[src/shared/dcsr_params.svh]
`ifndef DCSR_PARAMS_SVH
`define DCSR_PARAMS_SVH
`define DCSR_BIT_GO      0
`define DCSR_BIT_FN_LO   1
`define DCSR_BIT_FN_HI   3
`define DCSR_BIT_XA_LO   4
`define DCSR_BIT_XA_HI   5
`define DCSR_BIT_IE      6
`define DCSR_BIT_READY   7
`define DCSR_BIT_CYCLE   8
`define DCSR_BIT_ST_LO   9
`define DCSR_BIT_ST_HI   11
`define DCSR_BIT_MAINTENANCE_BIT   12
`define DCSR_BIT_ATTENTION_FLAG    13
`define DCSR_BIT_NEX     14
`define DCSR_BIT_ERROR   15
`define DCSR_TIMEOUT_NS  20000
`define DCSR_CLK_NS      50
`define DCSR_TIMEOUT_CYC (`DCSR_TIMEOUT_NS / `DCSR_CLK_NS)
`endif

[src/shared/dcsr_pkg.sv]
package dcsr_pkg;
    // Write request from the processor side
    typedef struct packed {
        logic        wr_lo;
        logic        wr_hi;
        logic [15:0] data;
    } dcsr_wr_t;
    // Bus-master phases watched by the reply timer
    typedef enum logic [2:0] {
        DCSR_IDLE = 3'b001,
        DCSR_WAIT = 3'b010,
        DCSR_RMW  = 3'b100
    } dcsr_state_t;
endpackage : dcsr_pkg

[src/logic/dcsr_top.sv]
`timescale 1ns/100ps
`include "dcsr_params.svh"
module dcsr_top #(
    parameter int TIMEOUT_CYC = `DCSR_TIMEOUT_CYC
) (
    input  wire logic              clk,
    input  wire logic              rst,
    input  wire dcsr_pkg::dcsr_wr_t wr,
    output logic [15:0]            rd_data,
    input  wire logic              attention_in,
    input  wire logic [2:0]        device_status_inputs,
    input  wire logic              cycle_request,
    input  wire logic              cycle_done,
    input  wire logic              word_count_overflow,
    input  wire logic              addr_wrap,
    input  wire logic              extended_addressing_mode,
    input  wire logic              indep_irq_enable,
    input  wire logic              master_start,
    input  wire logic              master_reply,
    input  wire logic              rmw_read_done,
    input  wire logic              rmw_write_start,
    output logic [2:0]             user_function_bits,
    output logic                   ready_to_user,
    output logic                   irq_req,
    output logic [1:0]             upper_address_bits,
    output logic                   cycle_flag,
    output logic                   maintenance_bit_out
);
    initial begin
        if (TIMEOUT_CYC < 2 || TIMEOUT_CYC > 65535)
            $error("TIMEOUT_CYC out of range");
    end

    logic [2:0]  fn_reg;
    logic [1:0]  xa_reg;
    logic        ie_reg;
    logic        ready_reg;
    logic        cycle_reg;
    logic        maintenance_bit_reg;
    logic        nex_reg;
    logic        err_prev_reg;
    logic [15:0] tmr_reg;
    dcsr_pkg::dcsr_state_t st_reg;
    logic        error;
    logic        timeout;
    logic        go_wr;

    // Error is derived, never stored
    assign error = nex_reg | attention_in;
    assign timeout = (tmr_reg == 16'(TIMEOUT_CYC - 1));
    assign go_wr = wr.wr_lo & wr.data[`DCSR_BIT_GO];

    // User function bits, low byte lane
    always_ff @(posedge clk or posedge rst) begin
        if (rst)
            fn_reg <= 3'h0;
        else if (wr.wr_lo)
            fn_reg <= wr.data[`DCSR_BIT_FN_HI:`DCSR_BIT_FN_LO];
    end

    // Upper address: writable only outside extended mode
    always_ff @(posedge clk or posedge rst) begin
        if (rst)
            xa_reg <= 2'h0;
        else if (!extended_addressing_mode) begin
            if (wr.wr_lo)
                xa_reg <= wr.data[`DCSR_BIT_XA_HI:`DCSR_BIT_XA_LO];
            else if (addr_wrap)
                xa_reg <= xa_reg + 2'h1;
        end
    end

    // Interrupt enable
    always_ff @(posedge clk or posedge rst) begin
        if (rst)
            ie_reg <= 1'b0;
        else if (wr.wr_lo)
            ie_reg <= wr.data[`DCSR_BIT_IE];
    end

    // Ready: sets win over the launch clear
    always_ff @(posedge clk or posedge rst) begin
        if (rst)
            ready_reg <= 1'b1;
        else if (word_count_overflow || error)
            ready_reg <= 1'b1;
        else if (go_wr)
            ready_reg <= 1'b0;
    end

    // Cycle flag, high byte lane; request wins over clear
    always_ff @(posedge clk or posedge rst) begin
        if (rst)
            cycle_reg <= 1'b0;
        else if (cycle_request)
            cycle_reg <= 1'b1;
        else if (wr.wr_hi)
            cycle_reg <= wr.data[`DCSR_BIT_CYCLE];
        else if (cycle_done)
            cycle_reg <= 1'b0;
    end

    // Maintenance bit
    always_ff @(posedge clk or posedge rst) begin
        if (rst)
            maintenance_bit_reg <= 1'b0;
        else if (wr.wr_hi)
            maintenance_bit_reg <= wr.data[`DCSR_BIT_MAINTENANCE_BIT];
    end

    // Reply timer for bus-master and read-modify-write phases
    always_ff @(posedge clk or posedge rst) begin
        if (rst) begin
            st_reg  <= dcsr_pkg::DCSR_IDLE;
            tmr_reg <= 16'h0000;
        end else begin
            unique case (st_reg)
                dcsr_pkg::DCSR_IDLE: begin
                    tmr_reg <= 16'h0000;
                    if (rmw_read_done)
                        st_reg <= dcsr_pkg::DCSR_RMW;
                    else if (master_start)
                        st_reg <= dcsr_pkg::DCSR_WAIT;
                end
                dcsr_pkg::DCSR_WAIT: begin
                    tmr_reg <= tmr_reg + 16'h0001;
                    if (master_reply || timeout)
                        st_reg <= dcsr_pkg::DCSR_IDLE;
                end
                dcsr_pkg::DCSR_RMW: begin
                    tmr_reg <= tmr_reg + 16'h0001;
                    if (rmw_write_start || timeout)
                        st_reg <= dcsr_pkg::DCSR_IDLE;
                end
                default: begin
                    st_reg  <= dcsr_pkg::DCSR_IDLE;
                    tmr_reg <= 16'h0000;
                end
            endcase
        end
    end

    // Nonexistent memory: timeout set wins over a zero write
    always_ff @(posedge clk or posedge rst) begin
        if (rst)
            nex_reg <= 1'b0;
        else if (timeout && st_reg != dcsr_pkg::DCSR_IDLE
                 && !(st_reg == dcsr_pkg::DCSR_WAIT && master_reply)
                 && !(st_reg == dcsr_pkg::DCSR_RMW && rmw_write_start))
            nex_reg <= 1'b1;
        else if (wr.wr_hi && !wr.data[`DCSR_BIT_NEX])
            nex_reg <= 1'b0;
    end

    // Interrupt request on ready/error rise or independent attention
    always_ff @(posedge clk or posedge rst) begin
        if (rst) begin
            err_prev_reg <= 1'b0;
            irq_req      <= 1'b0;
        end else begin
            err_prev_reg <= error;
            irq_req <= ie_reg & ((error & ~err_prev_reg)
                       | (word_count_overflow & ~ready_reg)
                       | (indep_irq_enable & attention_in));
        end
    end

    // Registered outputs
    always_ff @(posedge clk or posedge rst) begin
        if (rst) begin
            rd_data            <= 16'h0000;
            user_function_bits <= 3'h0;
            ready_to_user      <= 1'b0;
            upper_address_bits <= 2'h0;
            cycle_flag         <= 1'b0;
            maintenance_bit_out          <= 1'b0;
        end else begin
            rd_data <= {error, nex_reg, attention_in, maintenance_bit_reg,
                        device_status_inputs, cycle_reg, ready_reg,
                        ie_reg, xa_reg, fn_reg, 1'b0};
            user_function_bits <= fn_reg;
            ready_to_user      <= go_wr;
            upper_address_bits <= xa_reg;
            cycle_flag         <= cycle_reg;
            maintenance_bit_out          <= maintenance_bit_reg;
        end
    end

    chk_error_or: assert property (@(posedge clk) disable iff (rst)
        rd_data[`DCSR_BIT_ERROR] == (rd_data[`DCSR_BIT_NEX]
                                   | rd_data[`DCSR_BIT_ATTENTION_FLAG]))
        else $error("error bit not OR of causes");
    chk_go_reads_zero: assert property (@(posedge clk) disable iff (rst)
        !rd_data[`DCSR_BIT_GO])
        else $error("launch bit read nonzero");
    chk_ready_on_err: assert property (@(posedge clk) disable iff (rst)
        error |=> ready_reg)
        else $error("ready not set by error");
    chk_go_clears: assert property (@(posedge clk) disable iff (rst)
        go_wr && !error && !word_count_overflow |=> !ready_reg)
        else $error("launch did not clear ready");
    chk_nex_timeout: assert property (@(posedge clk) disable iff (rst)
        timeout && st_reg == dcsr_pkg::DCSR_WAIT && !master_reply
        |=> nex_reg)
        else $error("no timeout after missing reply");
    chk_rmw_timeout: assert property (@(posedge clk) disable iff (rst)
        timeout && st_reg == dcsr_pkg::DCSR_RMW && !rmw_write_start
        |=> nex_reg)
        else $error("no timeout after late write phase");
    chk_nex_quiet: assert property (@(posedge clk) disable iff (rst)
        !nex_reg && !timeout |=> !nex_reg)
        else $error("nonexistent flag set without timeout");
    chk_nex_hold: assert property (@(posedge clk) disable iff (rst)
        nex_reg && !wr.wr_hi |=> nex_reg)
        else $error("nonexistent flag lost");
    chk_fn_out: assert property (@(posedge clk) disable iff (rst)
        wr.wr_lo |=> ##1 user_function_bits == $past(wr.data[3:1], 2))
        else $error("function bits not presented");
    chk_attention_flag_irq: assert property (@(posedge clk) disable iff (rst)
        ie_reg && indep_irq_enable && attention_in |=> irq_req)
        else $error("no independent interrupt");
    chk_xa_ro: assert property (@(posedge clk) disable iff (rst)
        extended_addressing_mode |=> $stable(xa_reg))
        else $error("upper address changed in extended mode");
    chk_cycle_req: assert property (@(posedge clk) disable iff (rst)
        cycle_request |=> ##1 cycle_flag)
        else $error("cycle not set by request");
endmodule : dcsr_top

[config.mk]
export PLATFORM = sky130hd
export DESIGN_NAME = dcsr_top
export DESIGN_NICKNAME = d
export VERILOG_FILES = /design/src/shared/dcsr_pkg.sv /design/src/logic/dcsr_top.sv
export VERILOG_INCLUDE_DIRS = /design/src /design/src/shared
export SDC_FILE = /design/constraint.sdc
export NUM_CORES = 1
export LEC_CHECK = 0
export ABC_AREA = 1
export BUFFER_PORTS_ARGS = -buffer_cell sky130_fd_sc_hd__buf_4
export CAP_MARGIN = 20
export CORE_ASPECT_RATIO = 1.75
export CORE_UTILIZATION = 30
export DETAILED_ROUTE_END_ITERATION = 6
export GPL_TIMING_DRIVEN = 0
export SYNTH_ARGS = -nofsm -noshare
export SYNTH_HDL_FRONTEND = slang
export SYNTH_SLANG_ARGS = --single-unit
[constraint.sdc]
create_clock -name clk -period 1.3 [get_ports clk]
set_input_delay 0.13 -clock clk [delete_from_list [all_inputs] [get_ports clk]]
set_output_delay 0.13 -clock clk [all_outputs]
set_load 0.03 [all_outputs]
==> results.yml, run 1 <==
status:
  outcome: "finished, violations left"
  violations: "setup timing"
synthesis:
  syn_avg_cell_area_sq_um: 8.638
  syn_area_sq_um: 2073
  syn_nets: 275
  yosysUniqueCellTypes: 27
  synth_cells: 240
  yosysWarningCount: 0
  ys_ff_latch: 46
  ys_seq_area_frac: 0.5564
clock_network:
  cts-htree-levels: 2
  cts_buffer_depth: 2
  cts-root-buf: "clkbuf_16"
  cts_tree: "yes"
  cts.clk_slew.worst_paths_ns: 0.07
  clock-sinks: 46
  clk_latency_ns: 0.29
  cts_made_buffers: 5
timing:
  finalClockSkew_ns: 0.004867
  fin_hold_ws_ns: 0.02121
  rsz0062_at_grt: "yes"
  setup_viol: 1
  slew_violations: 0
  hold_viol_final: 0
  post-route-min-period_ns: 1.304
  fin_crit_sh: 1.003
  max_freq_mhz: 766.6
  setup_tns_ns: -0.004391
  timing.final.ws_setup_ns: -0.004391
setup_path:
  cp_data_arrival_time_ns: 1.49
  path_buf_inv: 0
  cp_cell_sequence: "ha_4 > nand2_4 > nor2_4 > nand3_4 > o21ai_2 > nor2_1"
  critPathTopFamily: "simple AND/OR/NAND/NOR gates"
  max_stage_delay_ns: 0.41
  endpoint_kind: "flop"
  reg2reg_slack_ns: -0.004
  crit_fanout: 7
  start_kind: "flop"
  cpMaxStageDelayCell: "dfrtp_1"
  worstSetupPathType: "reg2reg"
  required_ns: 1.49
placement:
  gp_congestion: 0.7938
  io_buffers: 50
  hpwl_mm: 3.234
route:
  via_per_inst: 4.430
  vias: 1772
  detail-route-antenna-nets: 0
  drc_errors: 0
  routed_wl_mm: 4.809
  drt_iter0_markers: 34
  first_pass_iters: 4
  wl_per_cell_um: 12.02
final_layout:
  drive_gt1_frac: 0.3836
  nets: 352
  diodes: 0
  area_growth_pct: 45.50
  largest_reg_flops: 16
power:
  ir_drop_v: 0.0006833
  power-per-cell-area_nw_per_um2: 1343
  power_leakage_nw: 1.457
  total_power_mw: 4.052
job:
  cap_violations: 0
global_routing:
  grt_usage: 0.1390
  grt_pass1_vias: 1704
  antenna_found_initial: 0
  gr-total-overflow: 0
  grt_pass1_wl_mm: 7.659
  grt_max_degree: 41
die:
  coreArea_sq_um: 6588
  die_x_um: 64.84
  start_util: 0.3147
  rows: 39
  dieArea_sq_um: 7260
  pin_count: 59
  die-height_um: 112.0
hold_path:
  worstHoldPathType: "in2reg"
## cell usage after synthesis
| cell | count | area, sq um |
|---|---|---|
| a21oi_1 | 10 | 50.05 |
| conb_1 | 1 | 3.750 |
| nand4_1 | 5 | 31.28 |
| dfrtp_1 | 44 | 1101 |
| xor2_1 | 1 | 8.760 |
| ha_1 | 1 | 12.51 |
| dfstp_2 | 2 | 52.55 |
| inv_1 | 28 | 105.1 |
| nand2_1 | 59 | 221.5 |
| nor2_1 | 34 | 127.6 |
| nor2_4 | 3 | 33.78 |
| o21bai_1 | 1 | 7.510 |
| nand3_2 | 3 | 30.03 |
| o21bai_2 | 1 | 11.26 |
| inv_2 | 2 | 7.510 |
| nor2_2 | 1 | 6.260 |
| nand2_2 | 2 | 12.51 |
| buf_2 | 1 | 5.000 |
| a22oi_1 | 1 | 7.510 |
| buf_4 | 10 | 75.07 |
| nand3b_1 | 1 | 7.510 |
| nand3_1 | 11 | 55.05 |
| nand2_4 | 1 | 11.26 |
| a31oi_1 | 2 | 12.51 |
| or2_2 | 1 | 6.260 |
| o21ai_1 | 2 | 10.01 |
| o21ai_0 | 12 | 60.06 |
## per-stage QoR
step	setup WS (ns)	instance area, sq um	util	cells
floorplan	0.08555	2073	-	240
global placement	-0.5762	2551	0.3873	372
detailed placement	-0.1312	2571	0.3903	373
CTS	-0.003597	2823	0.4285	390
global route	-0.08329	3017	0.4579	400
finish	-0.004391	3017	0.4579	400
## power by group
part,total [mW],leakage [nW],internal [mW],switching [mW]
logic,1.05,0.807,0.472,0.577
registers,1.66,0.577,1.57,0.0956
clock network,1.34,0.0735,0.772,0.570
## repair_timing
action                     in CTS  in global routing
pin swaps                       3                  7
hold buffers                    5                  0
setup endpoints to repair       8                 15
hold endpoints to repair       10                  0
setup buffers                   4                 10
resized for setup               5                 31
## path summary, 6_finish.rpt
| check | from | to | depth (start not counted) |
|---|---|---|---|
| min reg2reg | ie_reg$_DFFE_PP0P_ | rd_data[6]$_DFF_PP0_ | 0 |
| max reg2reg | tmr_reg[1]$_DFF_PP0_ | tmr_reg[12]$_DFF_PP0_ | 6 |
| min | cycle_done | cycle_reg$_DFFE_PP0P_ | 2 |
| min in group asynchronous | rst | fn_reg[2]$_DFFE_PP0P_ | 3 |
| max | tmr_reg[1]$_DFF_PP0_ | tmr_reg[12]$_DFF_PP0_ | 6 |
| max in group asynchronous | rst | st_reg[0]$_DFFE_PP1P_ | 4 |
## cell families after synthesis
logic type               after synthesis  synth area share
AND/OR/NAND/NOR                      121            0.2619
adder cells (fa/ha/maj)                1          0.006034
other                                  1          0.001809
flip-flops                            46            0.5564
XOR/XNOR                               1          0.004225
AO/OA/AOI/OAI                         29           0.07665
buffers and inverters                 41           0.09294
## cell usage in the layout, fill, tap and decap left out, types with 3 or more instances in the layout
cell type / n
dfrtp_1: 42
nand3_1: 8
buf_4: 69
o21ai_0: 11
inv_2: 6
inv_1: 23
nand4_1: 5
buf_6: 5
nor2_1: 29
nand3_4: 3
nor2_4: 5
nand3_2: 3
nand2_1: 56
clkbuf_16: 5
nand2_2: 3
a21oi_1: 9
dlygate4sd3_1: 5
nor2_2: 4
## metal layers
layer	GRT usage	vias to the layer above	share of wire
li1	-	895	-
met1	0.1500	837	0.38
met2	0.2451	31	0.56
met3	0.02869	9	0.026
met4	0.07556	0	0.030
met5	0	-	0
## layout make-up
cell class | instances | area (sq um)
well taps | 82 | 102.6
flip-flops and latches | 46 | 1156
clock buffers | 6 | 138.9
inverters | 30 | 116.4
fillers | 654 | 3571
multi-input cells | 153 | 837.1
clock inverters | 2 | 16.27
repair buffers | 70 | 565.5
plain buffers | 11 | 83.83
(Power assumes the default switching activity.)
==> inputs of run 2 (changes only) <==
Settings changed: ABC_AREA 1 to unset.
==> run 2 against run 1 <==
The run now ends clean. Register-to-register slack barely moved. Worst hold slack improved by 0.022 ns. Routed wire length fell by 11%. Sequential power barely moved. Critical path depth fell by 3. Cell area fell by 1.3%. Sequential share of layout area rose by 0.88 points. Critical endpoint is now st_reg[1]$_DFFE_PP0P_. Largest cell class unchanged. Highest routed layer unchanged.
==> results.yml, run 2 <==
synthesis:
  ys_ff_latch: 46
  yosysWarningCount: 0
  synth_ff_type: "dfrtp_1"
  yosysTopAreaCell: "dfrtp_1"
  syn_area_sq_um: 2002
  yosysUniqueCellTypes: 45
  synth_cells: 170
  synthTopCellsByCount: "dfrtp_1 (44), nor2_1 (19), inv_1 (11), xnor2_1 (11), buf_4 (9)"
  async_flop_share: 1.000
  ys_seq_area_frac: 0.5762
  syn_avg_cell_area_sq_um: 11.78
  synth.top_cells.by_area: "dfrtp_1 (55%), xnor2_1 (4.8%), nor2_1 (3.6%)"
  syn_nets: 205
  synth_top_area_share: 0.5500
  yosysMostFrequentCell: "dfrtp_1"
  synth_edf_count: 0
setup_path:
  crit_fanout: 3
  worstSetupPathType: "reg2reg"
  r2r_cells: 3
  endpoint_kind: "flop"
  reg2reg_slack_ns: 0.008
  r2r-start: "st_reg[0]$_DFFE_PP1P_"
  required_ns: 1.48
  timing.rr.end: "st_reg[1]$_DFFE_PP0P_"
  start_kind: "flop"
  cp_data_arrival_time_ns: 1.47
power:
  clkPwrFrac: 0.315
  ir_drop_v: 0.0007190
  power-per-cell-area_nw_per_um2: 1314
  internal-power_mw: 2.777
  power_leakage_nw: 1.357
  p_comb_frac: 0.258
  switchingPower_mw: 1.137
  total_power_mw: 3.914
  p_seq_frac: 0.427
  p_sw_frac: 0.2906
route:
  via_per_inst: 4.564
  routed_wl_mm: 4.282
  first_pass_iters: 6
  drt_iter0_markers: 27
  wl_per_cell_um: 12.78
  drc_errors: 0
  detail-route-antenna-nets: 0
  vias: 1529
die:
  coreArea_sq_um: 6490
  dieArea_sq_um: 7017
  die_x_um: 63.75
  die-height_um: 110.1
  pin_count: 59
  start_util: 0.3085
  rows: 39
final_layout:
  area_growth_pct: 48.75
  nets: 287
  diodes: 0
  fin_cells: 335
  layout_commonest_cell: "buf_4"
  largest_reg_flops: 16
  final_cell_mix: "buf_4 (78), dfrtp_1 (33), nor2_1 (19)"
  drive_gt1_frac: 0.5217
timing:
  setup_viol: 0
  rsz0062_at_grt: "yes"
  setup_tns_ns: 0
  hold_viol_final: 0
  fin_crit_sh: 0.9942
  timing.final.ws_setup_ns: 0.007602
  finalClockSkew_ns: 0.009576
  post-route-min-period_ns: 1.292
  fin_hold_ws_ns: 0.04281
  max_freq_mhz: 773.8
  slew_violations: 0
clock_network:
  cts-root-buf: "clkbuf_16"
  cts_tree: "yes"
  clk_latency_ns: 0.28
  cts_buffer_depth: 2
  cts_made_buffers: 5
  clock-sinks: 46
  cts-htree-levels: 2
  cts.clk_slew.worst_paths_ns: 0.06
hold_path:
  worstHoldStart: "cycle_request"
  worstHoldPathType: "in2reg"
  hold_path_depth: 3
  whs_endpoint: "cycle_reg$_DFFE_PP0P_"
placement:
  dpl_worst_slack_ns: -0.1114
  hpwl_mm: 2.862
  io_buffers: 50
  gp_congestion: 0.7225
  dp.cells: 303
global_routing:
  grt_pass1_wl_mm: 6.637
  grt_pass1_vias: 1449
  gr-total-overflow: 0
  grt_usage: 0.1232
  grt_max_degree: 34
  antenna_found_initial: 0
job:
  cap_violations: 0
status:
  outcome: "finished clean"
## run 2: changes by cell type in the layout (fill, tap and decap cells not counted), sizes merged, moves of 6 or more
cell | before | now
inv | 30 | 11
nand2 | 62 | 4
nand2b | 0 | 6
nand3 | 14 | 7
nor2 | 38 | 21
o21ai | 14 | 5
xnor2 | 0 | 11
## run 2: area by class of cell
class | count | area [sq um]
Multi-Input combinational cell | 102 | 853.3
Inverter | 11 | 41.29
Buffer | 11 | 78.83
Tap cell | 82 | 102.6
Fill cell | 627 | 3512
Sequential cell | 46 | 1167
Clock buffer | 6 | 128.9
Clock inverter | 2 | 13.76
Timing Repair Buffer | 75 | 591.8
## run 2: critical path, cell delays in order, from the launching register on
cell	delay, ns
dfstp_2	0.53
nor2b_4	0.15
or4bb_1	0.44
o41ai_2	0.07
## run 2: routing by layer
metal,global-route usage,share of wire
met3,0.01852,0.019
met1,0.1355,0.38
met4,0.05844,0.017
met5,0,0
met2,0.2287,0.58
## run 2: metrics by stage
step	utilization	area, sq um
6_report	0.4588	2978
2_1_floorplan	-	2009
4_1_cts	0.4382	2844
5_1_grt	0.4588	2978
3_5_place_dp	0.3864	2507
3_3_place_gp	0.3833	2487
## run 2: cells by family (layout without fill, tap and decap cells)
group	after synthesis	in the layout	share of synthesized area
simple gates	59	59	0.1944
flops	46	46	0.5763
compound gates	23	23	0.07751
buf+inv	22	105	0.05874
xor+xnor	13	13	0.05688
mux	5	5	0.02812
fa+ha+maj	1	1	0.006249
other cells	1	1	0.001873
## run 2: power groups by stage
stage	combinational (mW)	clock, mW	sequential, mW
after floorplan	0.375	0	1.77
after global placement	0.696	0	1.71
after detailed placement	0.715	0	1.72
after CTS	0.880	1.27	1.69
after global routing	1.11	1.32	1.69
final	1.01	1.23	1.67
## run 2: worst max-delay path by stage
stage / from / to / slack, ns / cells past startpoint
6_report: st_reg[0]$_DFFE_PP1P_ / st_reg[1]$_DFFE_PP0P_ / 0.008 / 3
3_3_place_gp: rst / tmr_reg[9]$_DFF_PP0_ / -0.58 / 2
4_1_cts: st_reg[0]$_DFFE_PP1P_ / st_reg[1]$_DFFE_PP0P_ / -0.004 / 3
2_1_floorplan: tmr_reg[0]$_DFF_PP0_ / st_reg[2]$_DFFE_PP0P_ / -0.001 / 4
3_5_place_dp: tmr_reg[0]$_DFF_PP0_ / tmr_reg[12]$_DFF_PP0_ / -0.11 / 5
5_1_grt: st_reg[0]$_DFFE_PP1P_ / st_reg[1]$_DFFE_PP0P_ / -0.05 / 3
## run 2: repair_timing
item                                    4_1_cts  5_1_grt
hold buffers                                  5        0
buffers inserted                              6       13
endpoints found under the setup margin       15       14
endpoints found under the hold margin        16        0
pin swaps                                     5        6
resized for setup                            19       11
==> inputs of run 3 (changes only) <==
--- a/config.mk
+++ b/config.mk
@@ -12,2 +12,3 @@
 export CORE_UTILIZATION = 30
+export CTS_BUF_LIST = sky130_fd_sc_hd__clkbuf_4 sky130_fd_sc_hd__clkbuf_8
 export DETAILED_ROUTE_END_ITERATION = 6
==> constraint.sdc (replaced) <==
create_clock -name clk -period 1.2 [get_ports clk]
set_input_delay 0.24 -clock clk [delete_from_list [all_inputs] [get_ports clk]]
set_output_delay 0.24 -clock clk [all_outputs]
set_load 0.03 [all_outputs]
==> run 3 against run 2 <==
The flow now finishes with violations (setup timing). Die area stayed put. Total power is 1.4% higher. Clock power is 6% lower. Critical path depth is 3 higher. Critical path type unchanged. Largest cell class unchanged. Highest routed layer unchanged.
==> results.yml, run 3 (synthesized netlist as in run 2, its figures left out) <==
final_layout:
  drive_gt1_frac: 0.5232
  layout_commonest_cell: "buf_4"
  fin_area_sq_um: 2899
  largest_reg_flops: 16
  diodes: 0
  final_cell_mix: "buf_4 (54), dfrtp_1 (33), nor2_1 (18)"
  area_growth_pct: 44.81
  nets: 271
  final_core_util: 0.4467
  fin_cells: 319
power:
  ir_drop_v: 0.0009582
  power_leakage_nw: 1.299
  power-per-cell-area_nw_per_um2: 1369
timing:
  post-route-min-period_ns: 1.351
  rsz0062_at_grt: "yes"
  setup_viol: 17
  hold_viol_final: 0
  fin_crit_sh: 1.126
  slew_violations: 0
  timing.final.ws_setup_ns: -0.1513
  max_freq_mhz: 740.0
  finalClockSkew_ns: 0.002523
setup_path:
  cp_cell_sequence: "buf_4 > buf_6 > nand4_4 > nor2_4 > a31o_2 > a21oi_2"
  r2r-start: "tmr_reg[1]$_DFF_PP0_"
  critPathLaunch: "tmr_reg[1]$_DFF_PP0_"
  cpMaxStageDelayCell: "dfrtp_1"
  required_ns: 1.39
  cp_data_arrival_time_ns: 1.54
  endpoint_kind: "flop"
  start_kind: "flop"
  critPathTopFamily: "flip-flops"
  max_stage_delay_ns: 0.42
  crit_fanout: 5
  worstSetupPathType: "reg2reg"
  path_buf_inv: 2
hold_path:
  worstHoldStart: "device_status_inputs[1]"
  worstHoldPathType: "in2reg"
die:
  dieArea_sq_um: 7017
  die_x_um: 63.75
  die-height_um: 110.1
  start_util: 0.3085
  rows: 39
  pin_count: 59
  coreArea_sq_um: 6490
status:
  violations: "setup timing"
  outcome: "finished, violations left"
route:
  drc_errors: 0
  first_pass_iters: 4
  wl_per_cell_um: 12.88
  detail-route-antenna-nets: 0
  vias: 1458
  drt_iter0_markers: 40
  routed_wl_mm: 4.109
  via_per_inst: 4.571
global_routing:
  grt_pass1_vias: 1438
  grt_pass1_wl_mm: 6.534
  grt_usage: 0.1232
  antenna_found_initial: 0
  grt_max_degree: 47
  gr-total-overflow: 0
placement:
  gp_congestion: 0.7558
  io_buffers: 50
  dp.cells: 302
  hpwl_mm: 2.752
  place_area_sq_um: 2512
clock_network:
  cts_buffer_depth: 2
  cts_made_buffers: 5
  cts.clk_slew.worst_paths_ns: 0.08
  cts-root-buf: "clkbuf_8"
  cts-htree-levels: 2
  cts_tree: "yes"
  clock-sinks: 46
  clk_latency_ns: 0.29
job:
  cap_violations: 0
==> run 3: cell types whose count changed in the layout (fill, tap and decap cells not counted), sizes merged <==
cell / before / now
buf: 80 / 68
dlygate4sd3: 5 / 1
clkinv: 2 / 0
clkinvlp: 0 / 2
bufinv: 0 / 1
inv: 11 / 10
==> run 3: per-layer routing <==
metal / track usage / up-vias / wire [um]
met3: 0.02263 / 8 / 117
met5: 0 / - / 0
met1: 0.1254 / 714 / 1489
met4: 0.06331 / 0 / 95
met2: 0.2348 / 34 / 2405
li1: - / 702 / -
==> run 3: path summary, 6_finish.rpt <==
path                            slack (ns)  cells past startpoint                    end
worst max register to register       -0.15                      6  tmr_reg[15]$_DFF_PP0_
worst max-delay path                 -0.15                      6  tmr_reg[15]$_DFF_PP0_
min in group asynchronous             0.39                      3   tmr_reg[8]$_DFF_PP0_
worst min-delay path                  0.05                      1  rd_data[10]$_DFF_PP0_
max in group asynchronous             0.32                      4  ready_reg$_DFFE_PP1P_
worst min register to register        0.38                      0  rd_data[12]$_DFF_PP0_
==> run 3: cell type report <==
type                       instances  area (sq um)
buffer                             3         18.77
clock buffer                       6         76.32
clock inverter                     2         37.54
fill                             614          3591
inverter                          11         45.04
multi-input combinational        102         884.6
sequential                        46          1167
tap                               82         102.6
timing repair buffer              67         566.8
==> run 3: what timing repair did <==
action,CTS,global route
setup endpoints to repair,25,23
hold buffers,0,1
pin swaps,4,11
setup buffers,11,4
gates resized for setup,31,12
endpoints found under the hold margin,0,3
==> run 3: power breakdown <==
part	internal (mW)	switching [mW]	total, mW
logic	0.480	0.499	0.980
clock network	0.644	0.518	1.16
registers	1.70	0.131	1.83
==> run 3: per-stage QoR <==
step	hold slack, ns	TNS, ns	total power, mW	worst slack (ns)
6_report	0.04624	-1.725	3.970	-0.1513
5_1_grt	0.02421	-3.026	4.192	-0.2337
4_1_cts	0.03256	-1.379	4.027	-0.1499
3_5_place_dp	0.3504	-3.133	2.650	-0.2400
3_3_place_gp	0.3496	-2.880	2.639	-0.2251
2_1_floorplan	0.2562	-0.3667	2.359	-0.1049
